==> src/core/scbs_pkg.sv <==
// Constants shared by the strap, clock and boot select block
package scbs_pkg;
    localparam int unsigned SYS_CLK_HZ     = 250_000_000;
    localparam int unsigned RADIO_CLK_HZ   = 1_000_000;
    // Half period of the 1 MHz radio clock, in system cycles
    localparam int unsigned RADIO_HALF_CYC = SYS_CLK_HZ / (2 * RADIO_CLK_HZ);
    localparam int unsigned DIV_W          = 8;
    localparam logic [DIV_W-1:0] DIV_LAST  = DIV_W'(RADIO_HALF_CYC - 1);
    // Internal system clock divide: enable tick spacing in system cycles
    localparam int unsigned SYS_DIV_HALF   = 4;
    localparam logic [DIV_W-1:0] SYS_LAST  = DIV_W'(SYS_DIV_HALF - 1);
    // Recovered clock: a data edge restarts phase at this count
    localparam logic [DIV_W-1:0] RX_ALIGN  = DIV_W'(RADIO_HALF_CYC / 2);
    localparam int unsigned ADDR_W         = 20;
    localparam int unsigned DATA_W         = 16;
    localparam int unsigned SYNC_N         = 3;
    localparam logic [ADDR_W-1:0] ADDR_RST = 20'h00000;
    localparam logic [DATA_W-1:0] DATA_RST = 16'h0000;
    localparam logic              WIDTH_8  = 1'b0;
    localparam logic              WIDTH_16 = 1'b1;

    typedef enum logic [1:0] {
        SCBS_BOOT_RSVD  = 2'b00,
        SCBS_BOOT_FLASH = 2'b01,
        SCBS_BOOT_CS1   = 2'b10,
        SCBS_BOOT_CS0   = 2'b11
    } scbs_boot_t;

    typedef enum logic [2:0] {
        SCBS_ST_RESET = 3'b001,
        SCBS_ST_LATCH = 3'b010,
        SCBS_ST_RUN   = 3'b100
    } scbs_state_t;
endpackage : scbs_pkg

==> src/core/scbs_sync_if.sv <==
// Bundle of synchronised pin levels passed from the synchroniser to the top
`timescale 1ns/1ps
interface scbs_sync_if;
    logic tx_src;
    logic sys_src;
    logic ext_tx;
    logic user_clk;
    logic rx_data;
    logic width_strap;
    logic [1:0] boot_strap;
    modport src (output tx_src, sys_src, ext_tx, user_clk, rx_data, width_strap, boot_strap);
    modport dst (input  tx_src, sys_src, ext_tx, user_clk, rx_data, width_strap, boot_strap);
endinterface : scbs_sync_if

==> src/core/scbs_top.sv <==
// Strap sampling, radio and system clock selection, memory enable forming
//
// Notes on behaviour
// - Transmit strap low selects the internally divided 1 MHz transmit clock.
// - Transmit strap high selects the external transmit clock input.
// - A 1 MHz receive clock is recovered from the received data edges and driven out.
// - System strap low picks the internally divided clock, high the user clock.
// - The master clock input is the reference for all divided clocks.
// - The block is held in reset while the active-low hardware reset is low.
// - Bank width strap low gives 8-bit first bank accesses, high 16-bit.
// - Boot source strap: 01 flash, 10 select one, 11 select zero, 00 reserved.
// - Select zero output enable is the OR of select zero and read strobe, both low.
// - Select one output enable is the OR of select one and read strobe, both low.
// - After reset strobes, selects and memory output enables are high, system clock enable low, address low, data released.
`timescale 1ns/1ps
module scbs_top (
    input  wire logic                         i_sys_clk,
    input  wire logic                         i_rst,
    input  wire logic                         i_hw_reset_low,
    input  wire logic                         i_tx_clock_source_strap,
    input  wire logic                         i_sys_clock_source_strap,
    input  wire logic                         i_ext_tx_clock_in,
    input  wire logic                         i_user_clock_in,
    input  wire logic                         i_rx_data,
    input  wire logic                         i_boot_bank_width_strap,
    input  wire logic [1:0]                   i_boot_source_strap,
    input  wire logic                         i_ram_space_select_n,
    input  wire logic                         i_io_space_select_n,
    input  wire logic                         i_read_strobe_n,
    input  wire logic                         i_write_strobe_n,
    input  wire logic                         i_low_byte_select_n,
    input  wire logic                         i_high_byte_select_n,
    input  wire logic [scbs_pkg::ADDR_W-1:0]  i_addr,
    input  wire logic [scbs_pkg::DATA_W-1:0]  i_wdata,
    input  wire logic                         i_data_drive,
    output logic                              o_radio_tx_clk,
    output logic                              o_recovered_rx_clock,
    output logic                              o_sys_clk_sel,
    output logic                              o_sys_clk_en,
    output logic                              o_bank_width_16,
    output scbs_pkg::scbs_boot_t              o_boot_source,
    output logic                              o_boot_reserved,
    output logic                              o_in_reset,
    output logic                              o_ram_space_select_n,
    output logic                              o_io_space_select_n,
    output logic                              o_read_strobe_n,
    output logic                              o_write_strobe_n,
    output logic                              o_low_byte_select_n,
    output logic                              o_high_byte_select_n,
    output logic                              o_cs0_output_enable_n,
    output logic                              o_cs1_output_enable_n,
    output logic [scbs_pkg::ADDR_W-1:0]       o_ext_address_bus,
    output logic [scbs_pkg::DATA_W-1:0]       o_ext_data_bus,
    output logic                              o_ext_data_bus_oe_n
);
    import scbs_pkg::*;

    scbs_sync_if sync ();

    logic rstn_s1_q;
    logic rstn_s2_q;
    logic rstn_s3_q;
    logic run_q;
    scbs_state_t state_q;
    scbs_state_t state_d;

    // Clock, data and strap pins pass the shared synchroniser; a strap moving in reset stays safe
    scbs_pin_sync u_sync (
        .i_sys_clk (i_sys_clk),
        .i_rst     (i_rst),
        .i_pins    ({i_boot_source_strap, i_boot_bank_width_strap,
                     i_rx_data, i_user_clock_in, i_ext_tx_clock_in,
                     i_sys_clock_source_strap, i_tx_clock_source_strap}),
        .sync      (sync)
    );

    // Hardware reset pin is asynchronous: three stages, counted once two and three agree
    always_ff @(posedge i_sys_clk or posedge i_rst) begin
        if (i_rst) begin
            rstn_s1_q <= 1'b0;
            rstn_s2_q <= 1'b0;
            rstn_s3_q <= 1'b0;
            run_q     <= 1'b0;
        end else begin
            rstn_s1_q <= i_hw_reset_low;
            rstn_s2_q <= rstn_s1_q;
            rstn_s3_q <= rstn_s2_q;
            if (rstn_s2_q == rstn_s3_q) begin
                run_q <= rstn_s3_q;
            end
        end
    end

    wire pin_reset = !run_q;

    // Reset while the straps are followed, one latch cycle, then run
    always_comb begin
        state_d = state_q;
        unique case (state_q)
            SCBS_ST_RESET: begin
                if (!pin_reset) begin
                    state_d = SCBS_ST_LATCH;
                end
            end
            SCBS_ST_LATCH: begin
                state_d = pin_reset ? SCBS_ST_RESET : SCBS_ST_RUN;
            end
            SCBS_ST_RUN: begin
                if (pin_reset) begin
                    state_d = SCBS_ST_RESET;
                end
            end
            default: begin
                state_d = SCBS_ST_RESET;
            end
        endcase
    end

    always_ff @(posedge i_sys_clk or posedge i_rst) begin
        if (i_rst) begin
            state_q <= SCBS_ST_RESET;
        end else begin
            state_q <= state_d;
        end
    end

    wire running = (state_q == SCBS_ST_RUN);

    // Straps are followed while reset is held so the last value before release sticks
    logic       width_q;
    scbs_boot_t boot_q;
    always_ff @(posedge i_sys_clk or posedge i_rst) begin
        if (i_rst) begin
            width_q <= WIDTH_8;
            boot_q  <= SCBS_BOOT_RSVD;
        end else if (state_q == SCBS_ST_RESET) begin
            width_q <= sync.width_strap;
            boot_q  <= scbs_boot_t'(sync.boot_strap);
        end
    end

    // Divided clocks from the master reference; the receive count restarts on receive data edges
    logic [DIV_W-1:0] tx_cnt_q;
    logic [DIV_W-1:0] rx_cnt_q;
    logic [DIV_W-1:0] sys_cnt_q;
    logic             tx_div_q;
    logic             rx_div_q;
    logic             rx_data_q;
    wire tx_wrap  = (tx_cnt_q == DIV_LAST);
    wire rx_wrap  = (rx_cnt_q == DIV_LAST);
    wire sys_wrap = (sys_cnt_q == SYS_LAST);
    wire rx_edge  = sync.rx_data ^ rx_data_q;

    always_ff @(posedge i_sys_clk or posedge i_rst) begin
        if (i_rst) begin
            tx_cnt_q  <= '0;
            rx_cnt_q  <= '0;
            sys_cnt_q <= '0;
            tx_div_q  <= 1'b0;
            rx_div_q  <= 1'b0;
            rx_data_q <= 1'b0;
        end else if (!running) begin
            tx_cnt_q  <= '0;
            rx_cnt_q  <= '0;
            sys_cnt_q <= '0;
            tx_div_q  <= 1'b0;
            rx_div_q  <= 1'b0;
            rx_data_q <= sync.rx_data;
        end else begin
            tx_cnt_q  <= tx_wrap ? '0 : tx_cnt_q + 1'b1;
            sys_cnt_q <= sys_wrap ? '0 : sys_cnt_q + 1'b1;
            rx_data_q <= sync.rx_data;
            if (tx_wrap) begin
                tx_div_q <= !tx_div_q;
            end
            // Data edge realigns phase so the clock tracks the sender
            if (rx_edge) begin
                rx_cnt_q <= RX_ALIGN;
            end else begin
                rx_cnt_q <= rx_wrap ? '0 : rx_cnt_q + 1'b1;
            end
            if (rx_wrap && !rx_edge) begin
                rx_div_q <= !rx_div_q;
            end
        end
    end

    // Clock muxes; the strap is static by design so no glitch-free switch is built
    logic user_clk_q;
    wire tx_clk_sel  = sync.tx_src ? sync.ext_tx : tx_div_q;
    wire sys_clk_en  = sync.sys_src ? (sync.user_clk & !user_clk_q) : sys_wrap;
    always_ff @(posedge i_sys_clk or posedge i_rst) begin
        if (i_rst) begin
            user_clk_q <= 1'b0;
        end else begin
            user_clk_q <= sync.user_clk;
        end
    end

    // Memory enables: low only when select and read strobe are both low
    wire cs0_oe_n = i_ram_space_select_n | i_read_strobe_n;
    wire cs1_oe_n = i_io_space_select_n | i_read_strobe_n;

    always_ff @(posedge i_sys_clk or posedge i_rst) begin
        if (i_rst) begin
            o_radio_tx_clk        <= 1'b0;
            o_recovered_rx_clock  <= 1'b0;
            o_sys_clk_sel         <= 1'b0;
            o_sys_clk_en          <= 1'b0;
            o_bank_width_16       <= WIDTH_8;
            o_boot_source         <= SCBS_BOOT_RSVD;
            o_boot_reserved       <= 1'b1;
            o_in_reset            <= 1'b1;
            o_ram_space_select_n  <= 1'b1;
            o_io_space_select_n   <= 1'b1;
            o_read_strobe_n       <= 1'b1;
            o_write_strobe_n      <= 1'b1;
            o_low_byte_select_n   <= 1'b1;
            o_high_byte_select_n  <= 1'b1;
            o_cs0_output_enable_n <= 1'b1;
            o_cs1_output_enable_n <= 1'b1;
            o_ext_address_bus     <= ADDR_RST;
            o_ext_data_bus        <= DATA_RST;
            o_ext_data_bus_oe_n   <= 1'b1;
        end else if (!running) begin
            o_radio_tx_clk        <= 1'b0;
            o_recovered_rx_clock  <= 1'b0;
            o_sys_clk_sel         <= sync.sys_src;
            o_sys_clk_en          <= 1'b0;
            o_in_reset            <= 1'b1;
            o_ram_space_select_n  <= 1'b1;
            o_io_space_select_n   <= 1'b1;
            o_read_strobe_n       <= 1'b1;
            o_write_strobe_n      <= 1'b1;
            o_low_byte_select_n   <= 1'b1;
            o_high_byte_select_n  <= 1'b1;
            o_cs0_output_enable_n <= 1'b1;
            o_cs1_output_enable_n <= 1'b1;
            o_ext_address_bus     <= ADDR_RST;
            o_ext_data_bus        <= DATA_RST;
            o_ext_data_bus_oe_n   <= 1'b1;
        end else begin
            o_radio_tx_clk        <= tx_clk_sel;
            o_recovered_rx_clock  <= rx_div_q;
            o_sys_clk_sel         <= sync.sys_src;
            o_sys_clk_en          <= sys_clk_en;
            o_bank_width_16       <= width_q;
            o_boot_source         <= boot_q;
            o_boot_reserved       <= (boot_q == SCBS_BOOT_RSVD);
            o_in_reset            <= 1'b0;
            o_ram_space_select_n  <= i_ram_space_select_n;
            o_io_space_select_n   <= i_io_space_select_n;
            o_read_strobe_n       <= i_read_strobe_n;
            o_write_strobe_n      <= i_write_strobe_n;
            o_low_byte_select_n   <= i_low_byte_select_n;
            o_high_byte_select_n  <= width_q ? i_high_byte_select_n : 1'b1;
            o_cs0_output_enable_n <= cs0_oe_n;
            o_cs1_output_enable_n <= cs1_oe_n;
            o_ext_address_bus     <= i_addr;
            o_ext_data_bus        <= i_wdata;
            o_ext_data_bus_oe_n   <= !i_data_drive;
        end
    end
endmodule : scbs_top

==> src/core/scbs_pin_sync.sv <==
// Three-stage synchronisers for the asynchronous pin inputs
`timescale 1ns/1ps
module scbs_pin_sync (
    input  wire logic       i_sys_clk,
    input  wire logic       i_rst,
    input  wire logic [7:0] i_pins,
    scbs_sync_if.src        sync
);
    import scbs_pkg::*;

    logic [7:0] s1_q;
    logic [7:0] s2_q;
    logic [7:0] s3_q;
    logic [7:0] agreed_q;

    genvar g;
    generate
        for (g = 0; g < 8; g++) begin : g_sync
            always_ff @(posedge i_sys_clk or posedge i_rst) begin
                if (i_rst) begin
                    s1_q[g]     <= 1'b0;
                    s2_q[g]     <= 1'b0;
                    s3_q[g]     <= 1'b0;
                    agreed_q[g] <= 1'b0;
                end else begin
                    s1_q[g] <= i_pins[g];
                    s2_q[g] <= s1_q[g];
                    s3_q[g] <= s2_q[g];
                    // A change counts only once stages two and three agree
                    if (s2_q[g] == s3_q[g]) begin
                        agreed_q[g] <= s3_q[g];
                    end
                end
            end
        end
    endgenerate

    assign sync.tx_src      = agreed_q[0];
    assign sync.sys_src     = agreed_q[1];
    assign sync.ext_tx      = agreed_q[2];
    assign sync.user_clk    = agreed_q[3];
    assign sync.rx_data     = agreed_q[4];
    assign sync.width_strap = agreed_q[5];
    assign sync.boot_strap  = agreed_q[7:6];
endmodule : scbs_pin_sync

==> config.mk <==
export PLATFORM = sky130hd
export DESIGN_NAME = scbs_top
export DESIGN_NICKNAME = d
export VERILOG_FILES = /design/src/core/scbs_pkg.sv /design/src/core/scbs_sync_if.sv /design/src/core/scbs_top.sv /design/src/core/scbs_pin_sync.sv
export SDC_FILE = /design/constraint.sdc
export NUM_CORES = 1
export LEC_CHECK = 0
export ABC_AREA = 0
export BUFFER_PORTS_ARGS = -buffer_cell sky130_fd_sc_hd__buf_4
export CAP_MARGIN = 20
export CORE_MARGIN = 10
export CORE_UTILIZATION = 55
export CTS_CLUSTER_SIZE = 24
export DETAILED_ROUTE_END_ITERATION = 6
export GPL_TIMING_DRIVEN = 1
export PLACE_DENSITY = 0.79
export RECOVER_POWER = 50
export SYNTH_ARGS = -nofsm -noshare
export SYNTH_HDL_FRONTEND = slang
export SYNTH_SLANG_ARGS = --single-unit
==> constraint.sdc <==
create_clock -name i_sys_clk -period 8.2 [get_ports i_sys_clk]
set_input_delay 0.82 -clock i_sys_clk [delete_from_list [all_inputs] [get_ports i_sys_clk]]
set_output_delay 0.82 -clock i_sys_clk [all_outputs]
set_load 0.02 [all_outputs]
======== Word-level counts from Yosys, hierarchy flattened ========
Index checks and enable logic that the tools add are counted.
word-level totals
  word-level logic and storage cells ...... 132
  output and inout port bits .............. 54
  flip-flop bits (word level) ............. 124
  input bits .............................. 54
cells by class
  reduce and logical (&&, ||, !) cells .... 8
  bitwise gates (word level) .............. 4
  muxes and demuxes ....................... 33
  add/subtract/negate cells ............... 3
  eq/ne operators ......................... 19
operators by type and width
  kind                                                                     count
  8-bit two-way mux                                                        7
  8-bit by 1-bit adder with 8-bit output, second input constant            3
  1-bit two-way mux                                                        20
  20-bit two-way mux                                                       1
  8-bit by 7-bit equality test with 1-bit output, second input constant    2
  16-bit two-way mux                                                       1
  1-bit equality test                                                      9
  3-bit two-way mux                                                        3
  3-bit one-hot mux with 3 select lines                                    1
  8-bit by 2-bit equality test with 1-bit output, second input constant    1
  1-bit zero test                                                          5
  2-bit by 1-bit inequality test with 1-bit output, second input constant  2
  2-bit inequality test, second input constant                             2
  3-bit by 1-bit equality test with 1-bit output, second input constant    1
  3-bit by 2-bit equality test with 1-bit output, second input constant    1
  3-bit equality test, second input constant                               1
  2-bit zero test                                                          1
  1-bit bitwise OR                                                         2
  2-bit AND reduction                                                      1
  1-bit AND                                                                1
  1-bit logical AND                                                        1
  1-bit bitwise XOR                                                        1

======== Logic depth before layout (Yosys ltp) ========
Gate-level depths: netlist of run 1.
  word-level depth ........................ 5
  depth in mapped cells ................... 5
  mapped depth without buffers ............ 5

======== By module ========
A second synthesis of run 1 with hierarchy kept.
unflattened totals
  cells, all modules ...................... 321
  area total of the unflattened synthesis .. 4,349.2 sq um
modules (own cells, without submodules)
  module         area each (sq um)  seq. area each (sq um)  cells each  times used
  scbs_top       3,454.6            2,317.2                 280         1
  scbs_pin_sync  894.6              800.8                   41          1

======== Worst setup path after synthesis of run 1 ========
No wires, ideal clock.
  kind .................................... flip-flop to flip-flop
  start ................................... register sys_cnt_q[0]
  end ..................................... register sys_cnt_q[2]
  arrival ................................. 1,381 ps
  buffers on the path ..................... 0
  cell stages (with the launch flop) ...... 5
  library setup time ...................... 128 ps
  setup slack ............................. 6,691 ps
  data required time ...................... 8,072 ps
  clock period less this slack ............ 1,509 ps
  path through ............................ dfrtp_1 -> ha_1 -> or4b_4 -> o21ai_2 -> nor2_1
between the ends
  longest elaborated chain between the ends .. 3
  elaborated cells on any way between the ends .. 4
  classes of those cells .................. add/sub (1); eq/ne (1); mux (2)
RTL lines
  element                                                                                                          line                              RTL
  from (decl)                                                                                                      scbs_top.sv:145                   logic [DIV_W-1:0] sys_cnt_q;
  from (signal assigned)                                                                                           scbs_top.sv:171                   sys_cnt_q <= sys_wrap ? '0 : sys_cnt_q + 1'b1;
  8-bit by 1-bit adder with 8-bit output / 8-bit by 2-bit equality test with 1-bit output (equally long branches)  scbs_top.sv:171, scbs_top.sv:151
  8-bit two-way mux (*)                                                                                            scbs_top.sv:171
  8-bit two-way mux (*)                                                                                            scbs_top.sv:162                   end else if (!running) begin
Every way passes the cells marked *; elsewhere a longest branch is shown, timed or not.
A chain may end at the register's enable or synchronous reset.

======== Worst setup path after layout of run 1 ========
  start ................................... register state_q[1]
  end ..................................... register rx_cnt_q[3]
between the ends
  longest elaborated chain between the ends .. 2
RTL lines
  element                 line             RTL
  from (decl)             scbs_top.sv:64   scbs_state_t state_q;
  from (signal assigned)  scbs_top.sv:123  state_q <= state_d;
  3-bit equality test     scbs_top.sv:127  wire running = (state_q == SCBS_ST_RUN);
  8-bit two-way mux       scbs_top.sv:162
  to (signal assigned)    scbs_top.sv:180  rx_cnt_q <= rx_wrap ? '0 : rx_cnt_q + 1'b1;
  to (decl)               scbs_top.sv:144  logic [DIV_W-1:0] rx_cnt_q;
No other way between the ends.

==> metrics.txt, run 1 <==
status=finished, violations left; violations in the final reports=max-capacitance violations, max-slew violations; R2R Path End=rx_cnt_q[3]; Final Cycle Share=between 40% and 50%; cell type with the highest aggregate area in the netlist=dfrtp_1; DRC viols=0; final worst clock skew=5.67 ps; nature of the critical path endpoint=flop; setup repair after global routing missed its margin=false; timing-limited maximum frequency=0.283 GHz; power density of the placed cells=257 nW/um^2; Multi-input gate area=1140 sq um; final weighted congestion in routability-driven placement=0.818; post-synth net total=371; combinational share of power=7.9%; number of antenna violations at the first check in global routing=0; worst-case register-to-register setup slack=4670 ps; area delta synth->final=32.7%; number of enable flip-flop cells after synthesis=0; number of clock buffers inserted by TritonCTS=17; clock share of power=a little under half; 1st-iter DRT viols=about 160; TritonCTS clock tree=yes; sequential fraction of the synthesis area=72.0%; Vias/cell=roughly 5; Crit path arrival time=3920 ps; Wirelength per Cell=15.9 microns; port bufs=between 100 and 150; total of warnings raised by yosys=0; internal power consumption=1130 uW; area of the core=7690 sq um; time the worst path needs with I/O delays and setup=3530 ps; CTS clock-pin slew for the worst setup and hold paths=roughly 60 ps; number of cell instances on the worst register-to-register path=4; antenna cells=0; global-route wire length before repair=14800 microns; Syn Std Cell Area=4330 sq um; fraction of synthesized cell area taken by the top area cell type=64.7%; vias post-DR=2780; combined flip-flop and latch cell area=approximately 3100 sq um; leading post-synthesis cells by cell area=dfrtp_1 (65%), dfstp_2 (7.3%), and2_1 (5.6%); net total in the final layout=492; post-route setup TNS=0 ps; relative slew slack=-68.7%; leading register cell type out of synthesis=dfrtp_1; critical register-to-register path startpoint=state_q[1]; final wirelength=8720 microns; Crit Path Class=flop to flop; number of unique standard cell types used by synthesis=41; max-slew violation total from the final report=94; clock latency on the worst-skew pair=510 ps; fraction of power spent switching nets=23.6%; total of max-cap violations=2; cells resized by post-CTS repair=0; GRT Util Overall=16.1%; Net Switching=347 uW; Hold WS=346 ps; Lkg Pwr=0.00268 uW; start point of the critical path=state_q[1]; number of routed nets with antenna violations=0; endpoints failing setup=0; Remaining Overflow, GRT=0; maximum resistive drop on vdd=0.196 mV; number of optimization iterations in the first detailed-route pass=4; setup repair bufs after CTS=0; y dimension of the die=about 110 microns; fill count=525; share of async-settable or async-resettable flops after synthesis=100%; via count of the first global-routing pass=~3100; worst min path class=flop to flop; Hold-fix buffers, CTS=0; sum of net half-perimeters after detailed placement=approximately 6000 microns; flops & latches, synth=roughly 120; I/O pin total=108; syn avg cell area=~14 sq um; floorplan die width=109 microns; end of the critical path=rx_cnt_q[3]; row count=32; critical path startpoint category=flop; starting utilization of the core area=56.3%; critical path data required time=8590 ps; number of instances in the synthesized netlist=312; clock root buffer=clkbuf_8; maximum fanout count along the critical path=31; largest net degree at the start of global routing=65; Final Hold Fails=0; CTS HTree Levels=4; Total Die Area=11800 sq um; most common library cells after synthesis=dfrtp_1 (112), and2_1 (39), nand2_1 (16); Max Root-Sink Buffers=2; actual slew at the worst max-slew pin=2520 ps; CTS sink count=124; share of final-layout standard cells stronger than drive strength 1=33.4%; proportion of power drawn by flip-flops and latches=46.0%; top-count cell post-synth=dfrtp_1
## critical path, stage by stage, from the launching register on
cell and delay (ps):
dfrtp_1 400, nor3b_1 1920, buf_4 500, inv_2 220
o31ai_1 360
## routing by layer
| layer | global-route usage, % | share of wire, % | wire [microns] | up-vias |
|---|---|---|---|---|
| li1 | - | - | - | 1296 |
| met1 | 17.9 | 40 | 3510 | 1347 |
| met2 | 23.6 | 44 | 3840 | 121 |
| met3 | 10.6 | 14 | 1200 | 16 |
| met4 | 7.44 | 1.9 | 167 | 0 |
| met5 | 0 | 0 | 0 | - |
## final cells by class
| class | instances | share of cell area [%] |
|---|---|---|
| clock inverters | 13 | 2.07 |
| multi-input cells | 172 | 19.8 |
| flip-flops and latches | 124 | 54.3 |
| well taps | 102 | 2.22 |
| repair buffers | 109 | 13.3 |
| inverters | 9 | 0.610 |
| clock buffers | 19 | 7.69 |
## power by group through the flow
| stage | registers [uW] | clock network (uW) | logic, uW |
|---|---|---|---|
| 6_report | 679 | 679 | 117 |
| 5_1_grt | 684 | 722 | 130 |
| 4_1_cts | 682 | 695 | 123 |
| 3_5_place_dp | 692 | 0 | 121 |
| 3_3_place_gp | 689 | 0 | 117 |
| 2_1_floorplan | 699 | 0 | 54.7 |
## per-stage QoR
step                      setup WS, ps  area (sq um)  std cells  util (%)  power [uW]
final                             4670          5750        548      74.8        1470
after global routing              4060          5750        548      74.8        1540
after CTS                         5900          5810        548      75.6        1500
after detailed placement          5870          5250        516      68.3         813
after global placement            5950          5250        516      68.3         806
after floorplan                   4100          4330        312         -         754
## worst min-delay path by stage
stage,startpoint,endpoint,slack (ps),cells past startpoint
3_3_place_gp,u_sync.s1_q[1],u_sync.s2_q[1],330,0
3_5_place_dp,u_sync.s1_q[5],u_sync.s2_q[5],330,0
4_1_cts,u_sync.s1_q[5],u_sync.s2_q[5],350,0
5_1_grt,u_sync.s1_q[0],u_sync.s2_q[0],350,0
6_report,u_sync.s1_q[5],u_sync.s2_q[5],350,0
2_1_floorplan,rstn_s1_q,rstn_s2_q,330,0
## flip-flops by register name, summed over array words and instances (netlist names), 3 cells and up
register and cells:
o_ext_address_bus 20, o_ext_data_bus 16, sys_cnt_q 8, u_sync.s2_q 8, state_q 3, u_sync.s3_q 8
tx_cnt_q 8, u_sync.s1_q 8, rx_cnt_q 8
## layout by cell type, fill, tap and decap left out, types with 5 or more instances in the layout
| cell type | count |
|---|---|
| inv_1 | 7 |
| xnor2_1 | 5 |
| nor2_1 | 15 |
| nand2_1 | 16 |
| and2_0 | 30 |
| a21oi_1 | 7 |
| clkbuf_4 | 10 |
| dfstp_2 | 11 |
| o21ai_0 | 11 |
| xor2_1 | 7 |
| clkbuf_1 | 14 |
| clkbuf_16 | 16 |
| maj3_1 | 9 |
| nand2b_1 | 5 |
| buf_4 | 85 |
| and2_1 | 9 |
| nand3_1 | 8 |
| dfrtp_1 | 112 |
| or3_1 | 9 |
| ha_1 | 5 |
## cells by family after synthesis
group           Yosys count  share of synthesized area (%)
xor+xnor                 12                           2.43
mux                       5                           1.27
simple gates            110                           14.8
compound gates           31                           4.56
buf+inv                  16                           1.44
fa+ha+maj                14                           3.52
flops                   124                           72.0
Power figures use the tool's default switching activity.
==> run 2, diff against run 1 <==
--- a/config.mk
+++ b/config.mk
@@ -9,11 +9,11 @@
 export BUFFER_PORTS_ARGS = -buffer_cell sky130_fd_sc_hd__buf_4
 export CAP_MARGIN = 20
 export CORE_MARGIN = 10
-export CORE_UTILIZATION = 55
+export CORE_UTILIZATION = 52
 export CTS_CLUSTER_SIZE = 24
 export DETAILED_ROUTE_END_ITERATION = 6
 export GPL_TIMING_DRIVEN = 1
-export PLACE_DENSITY = 0.79
+export PLACE_DENSITY = 0.75
 export RECOVER_POWER = 50
 export SYNTH_ARGS = -nofsm -noshare
 export SYNTH_HDL_FRONTEND = slang
==> constraint.sdc (replaced) <==
create_clock -name i_sys_clk -period 3.6 [get_ports i_sys_clk]
set_input_delay 0.36 -clock i_sys_clk [delete_from_list [all_inputs] [get_ports i_sys_clk]]
set_output_delay 0.36 -clock i_sys_clk [all_outputs]
set_load 0.02 [all_outputs]
==> metrics.txt, run 2 (synthesized netlist as in run 1, its figures left out) <==
clock share of power=46.0%; Vias/cell=4.98; Remaining Overflow, GRT=0; actual slew at the worst max-slew pin=1840 ps; critical path startpoint category=flop; y dimension of the die=between 100 and 150 microns; start point of the worst hold path=i_write_strobe_n; CTS HTree Levels=4; number of routed nets with antenna violations=0; total of max-cap violations=1; combinational share of power=8.3%; net total in the final layout=between 500 and 600; clock root buffer=clkbuf_8; CTS clock-pin slew for the worst setup and hold paths=60 ps; Multi-input gate area=1150 sq um; leading cell types in the layout, fill and taps excluded=dfrtp_1 (112), buf_4 (98), and2_1 (39); number of antenna violations at the first check in global routing=0; Hold WS=around 58 ps; vias post-DR=2790; nature of the critical path endpoint=flop; Max Root-Sink Buffers=2; TritonCTS clock tree=yes; maximum fanout count along the critical path=22; Final Cycle Share=55.2%; fraction of power spent switching nets=22.3%; endpoints failing setup=0; number of clock buffers inserted by TritonCTS=17; final wirelength=8980 microns; Final Hold Fails=0; combined flip-flop and latch cell area=around 3100 sq um; setup repair after global routing missed its margin=false; Wirelength per Cell=16.0 microns; final std cells w/o fill=560; largest net degree at the start of global routing=83; starting utilization of the core area=53.0%; timing-limited maximum frequency=~0.50 GHz; setup repair bufs after CTS=0; flip-flop count of the largest register, all copies and words added=20; internal power consumption=~2600 uW; floorplan die width=111 microns; critical path data required time=around 4000 ps; port bufs=107; clock latency on the worst-skew pair=~500 ps; post-route setup TNS=0 ps; status=finished, violations left; Lkg Pwr=0.00283 uW; relative slew slack=-23.2%; area of the core=between 8000 and 9000 sq um; final weighted congestion in routability-driven placement=0.785; placed insts=slightly above 500; Net Switching=roughly 760 uW; worst setup slack before clock tree synthesis=about 1500 ps; violations in the final reports=max-capacitance violations, max-slew violations; worst-case register-to-register setup slack=1610 ps; sum of net half-perimeters after detailed placement=6040 microns; worst hold stages=2; Top Registers=o_ext_address_bus: 20 flops, o_ext_data_bus: 16 flops; via count of the first global-routing pass=~3100; time the worst path needs with I/O delays and setup=1990 ps; GRT Util Overall=14.8%; most common cell after layout, fill and taps aside=dfrtp_1; end point of the worst hold path=o_write_strobe_n; worst min path class=primary input to flop; final worst clock skew=4.71 ps; proportion of power drawn by flip-flops and latches=45.7%; critical register-to-register path startpoint=state_q[1]; DRC viols=0; register with the highest flop count=o_ext_address_bus; number of cell instances on the worst register-to-register path=3; 1st-iter DRT viols=110; antenna cells=0; I/O pin total=108; row count=33; CTS sink count=124; setup ws final=between 1500 and 2000 ps; max-slew violation total from the final report=43; number of optimization iterations in the first detailed-route pass=4; area delta synth->final=36.6%; maximum resistive drop on vdd=0.373 mV; global-route wire length before repair=15000 microns; Crit path arrival time=2380 ps; Total Die Area=12400 sq um; Crit Path Class=flop to flop; fill count=around 530; R2R Path End=rx_cnt_q[6]; power density of the placed cells=between 500 and 600 nW/um^2; share of final-layout standard cells stronger than drive strength 1=35.2%
[run 2: critical path, cell delays in order (launching register included)]
cell	delay [ps]
dfrtp_1	430
nor3b_4	680
inv_2	360
a2111oi_2	410
[run 2: stage by stage]
stage | area, sq um | util, % | total power, uW
6_report | 5920 | 72.4 | 3400
5_1_grt | 5920 | 72.4 | 3530
4_1_cts | 5920 | 72.4 | 3440
3_5_place_dp | 5270 | 64.4 | 1850
3_3_place_gp | 5270 | 64.4 | 1840
2_1_floorplan | 4340 | - | 1720
[run 2: how the worst max path moves through the flow]
| stage | startpoint | endpoint | slack [ps] |
|---|---|---|---|
| finish | state_q[1] | rx_cnt_q[6] | 1610 |
| global route | state_q[1] | rx_cnt_q[6] | 1390 |
| CTS | state_q[1] | rx_cnt_q[6] | 1580 |
| detailed placement | state_q[1] | rx_cnt_q[6] | 1530 |
| global placement | state_q[1] | rx_cnt_q[6] | 1690 |
| floorplan | i_rst | boot_q[0] | 1720 |
[run 2: power by group through the flow]
stage / logic [uW] / registers (uW) / clock network [uW]
2_1_floorplan: 125 / 1590 / 0
3_3_place_gp: 268 / 1570 / 0
3_5_place_dp: 275 / 1570 / 0
4_1_cts: 288 / 1550 / 1600
5_1_grt: 309 / 1560 / 1660
6_report: 282 / 1550 / 1560
[run 2: timing repair]
item / in CTS / in global routing
resized for setup: 0 / 0
hold endpoints to repair: 10 / 0
hold buffers: 10 / 0
[run 2: final cells by class]
class	instances	area share (%)
clock buffer	23	7.72
clock inverter	8	1.57
inverter	9	0.592
multi-input combinational	172	19.5
sequential	124	52.7
tap	105	2.22
timing repair buffer	119	15.7
[run 2: routing by layer]
| metal | track usage (%) | routed length, microns |
|---|---|---|
| met2 | 21.9 | 4030 |
| met3 | 8.39 | 1010 |
| met5 | 0 | 0 |
| met1 | 17.4 | 3850 |
| met4 | 5.66 | 88 |
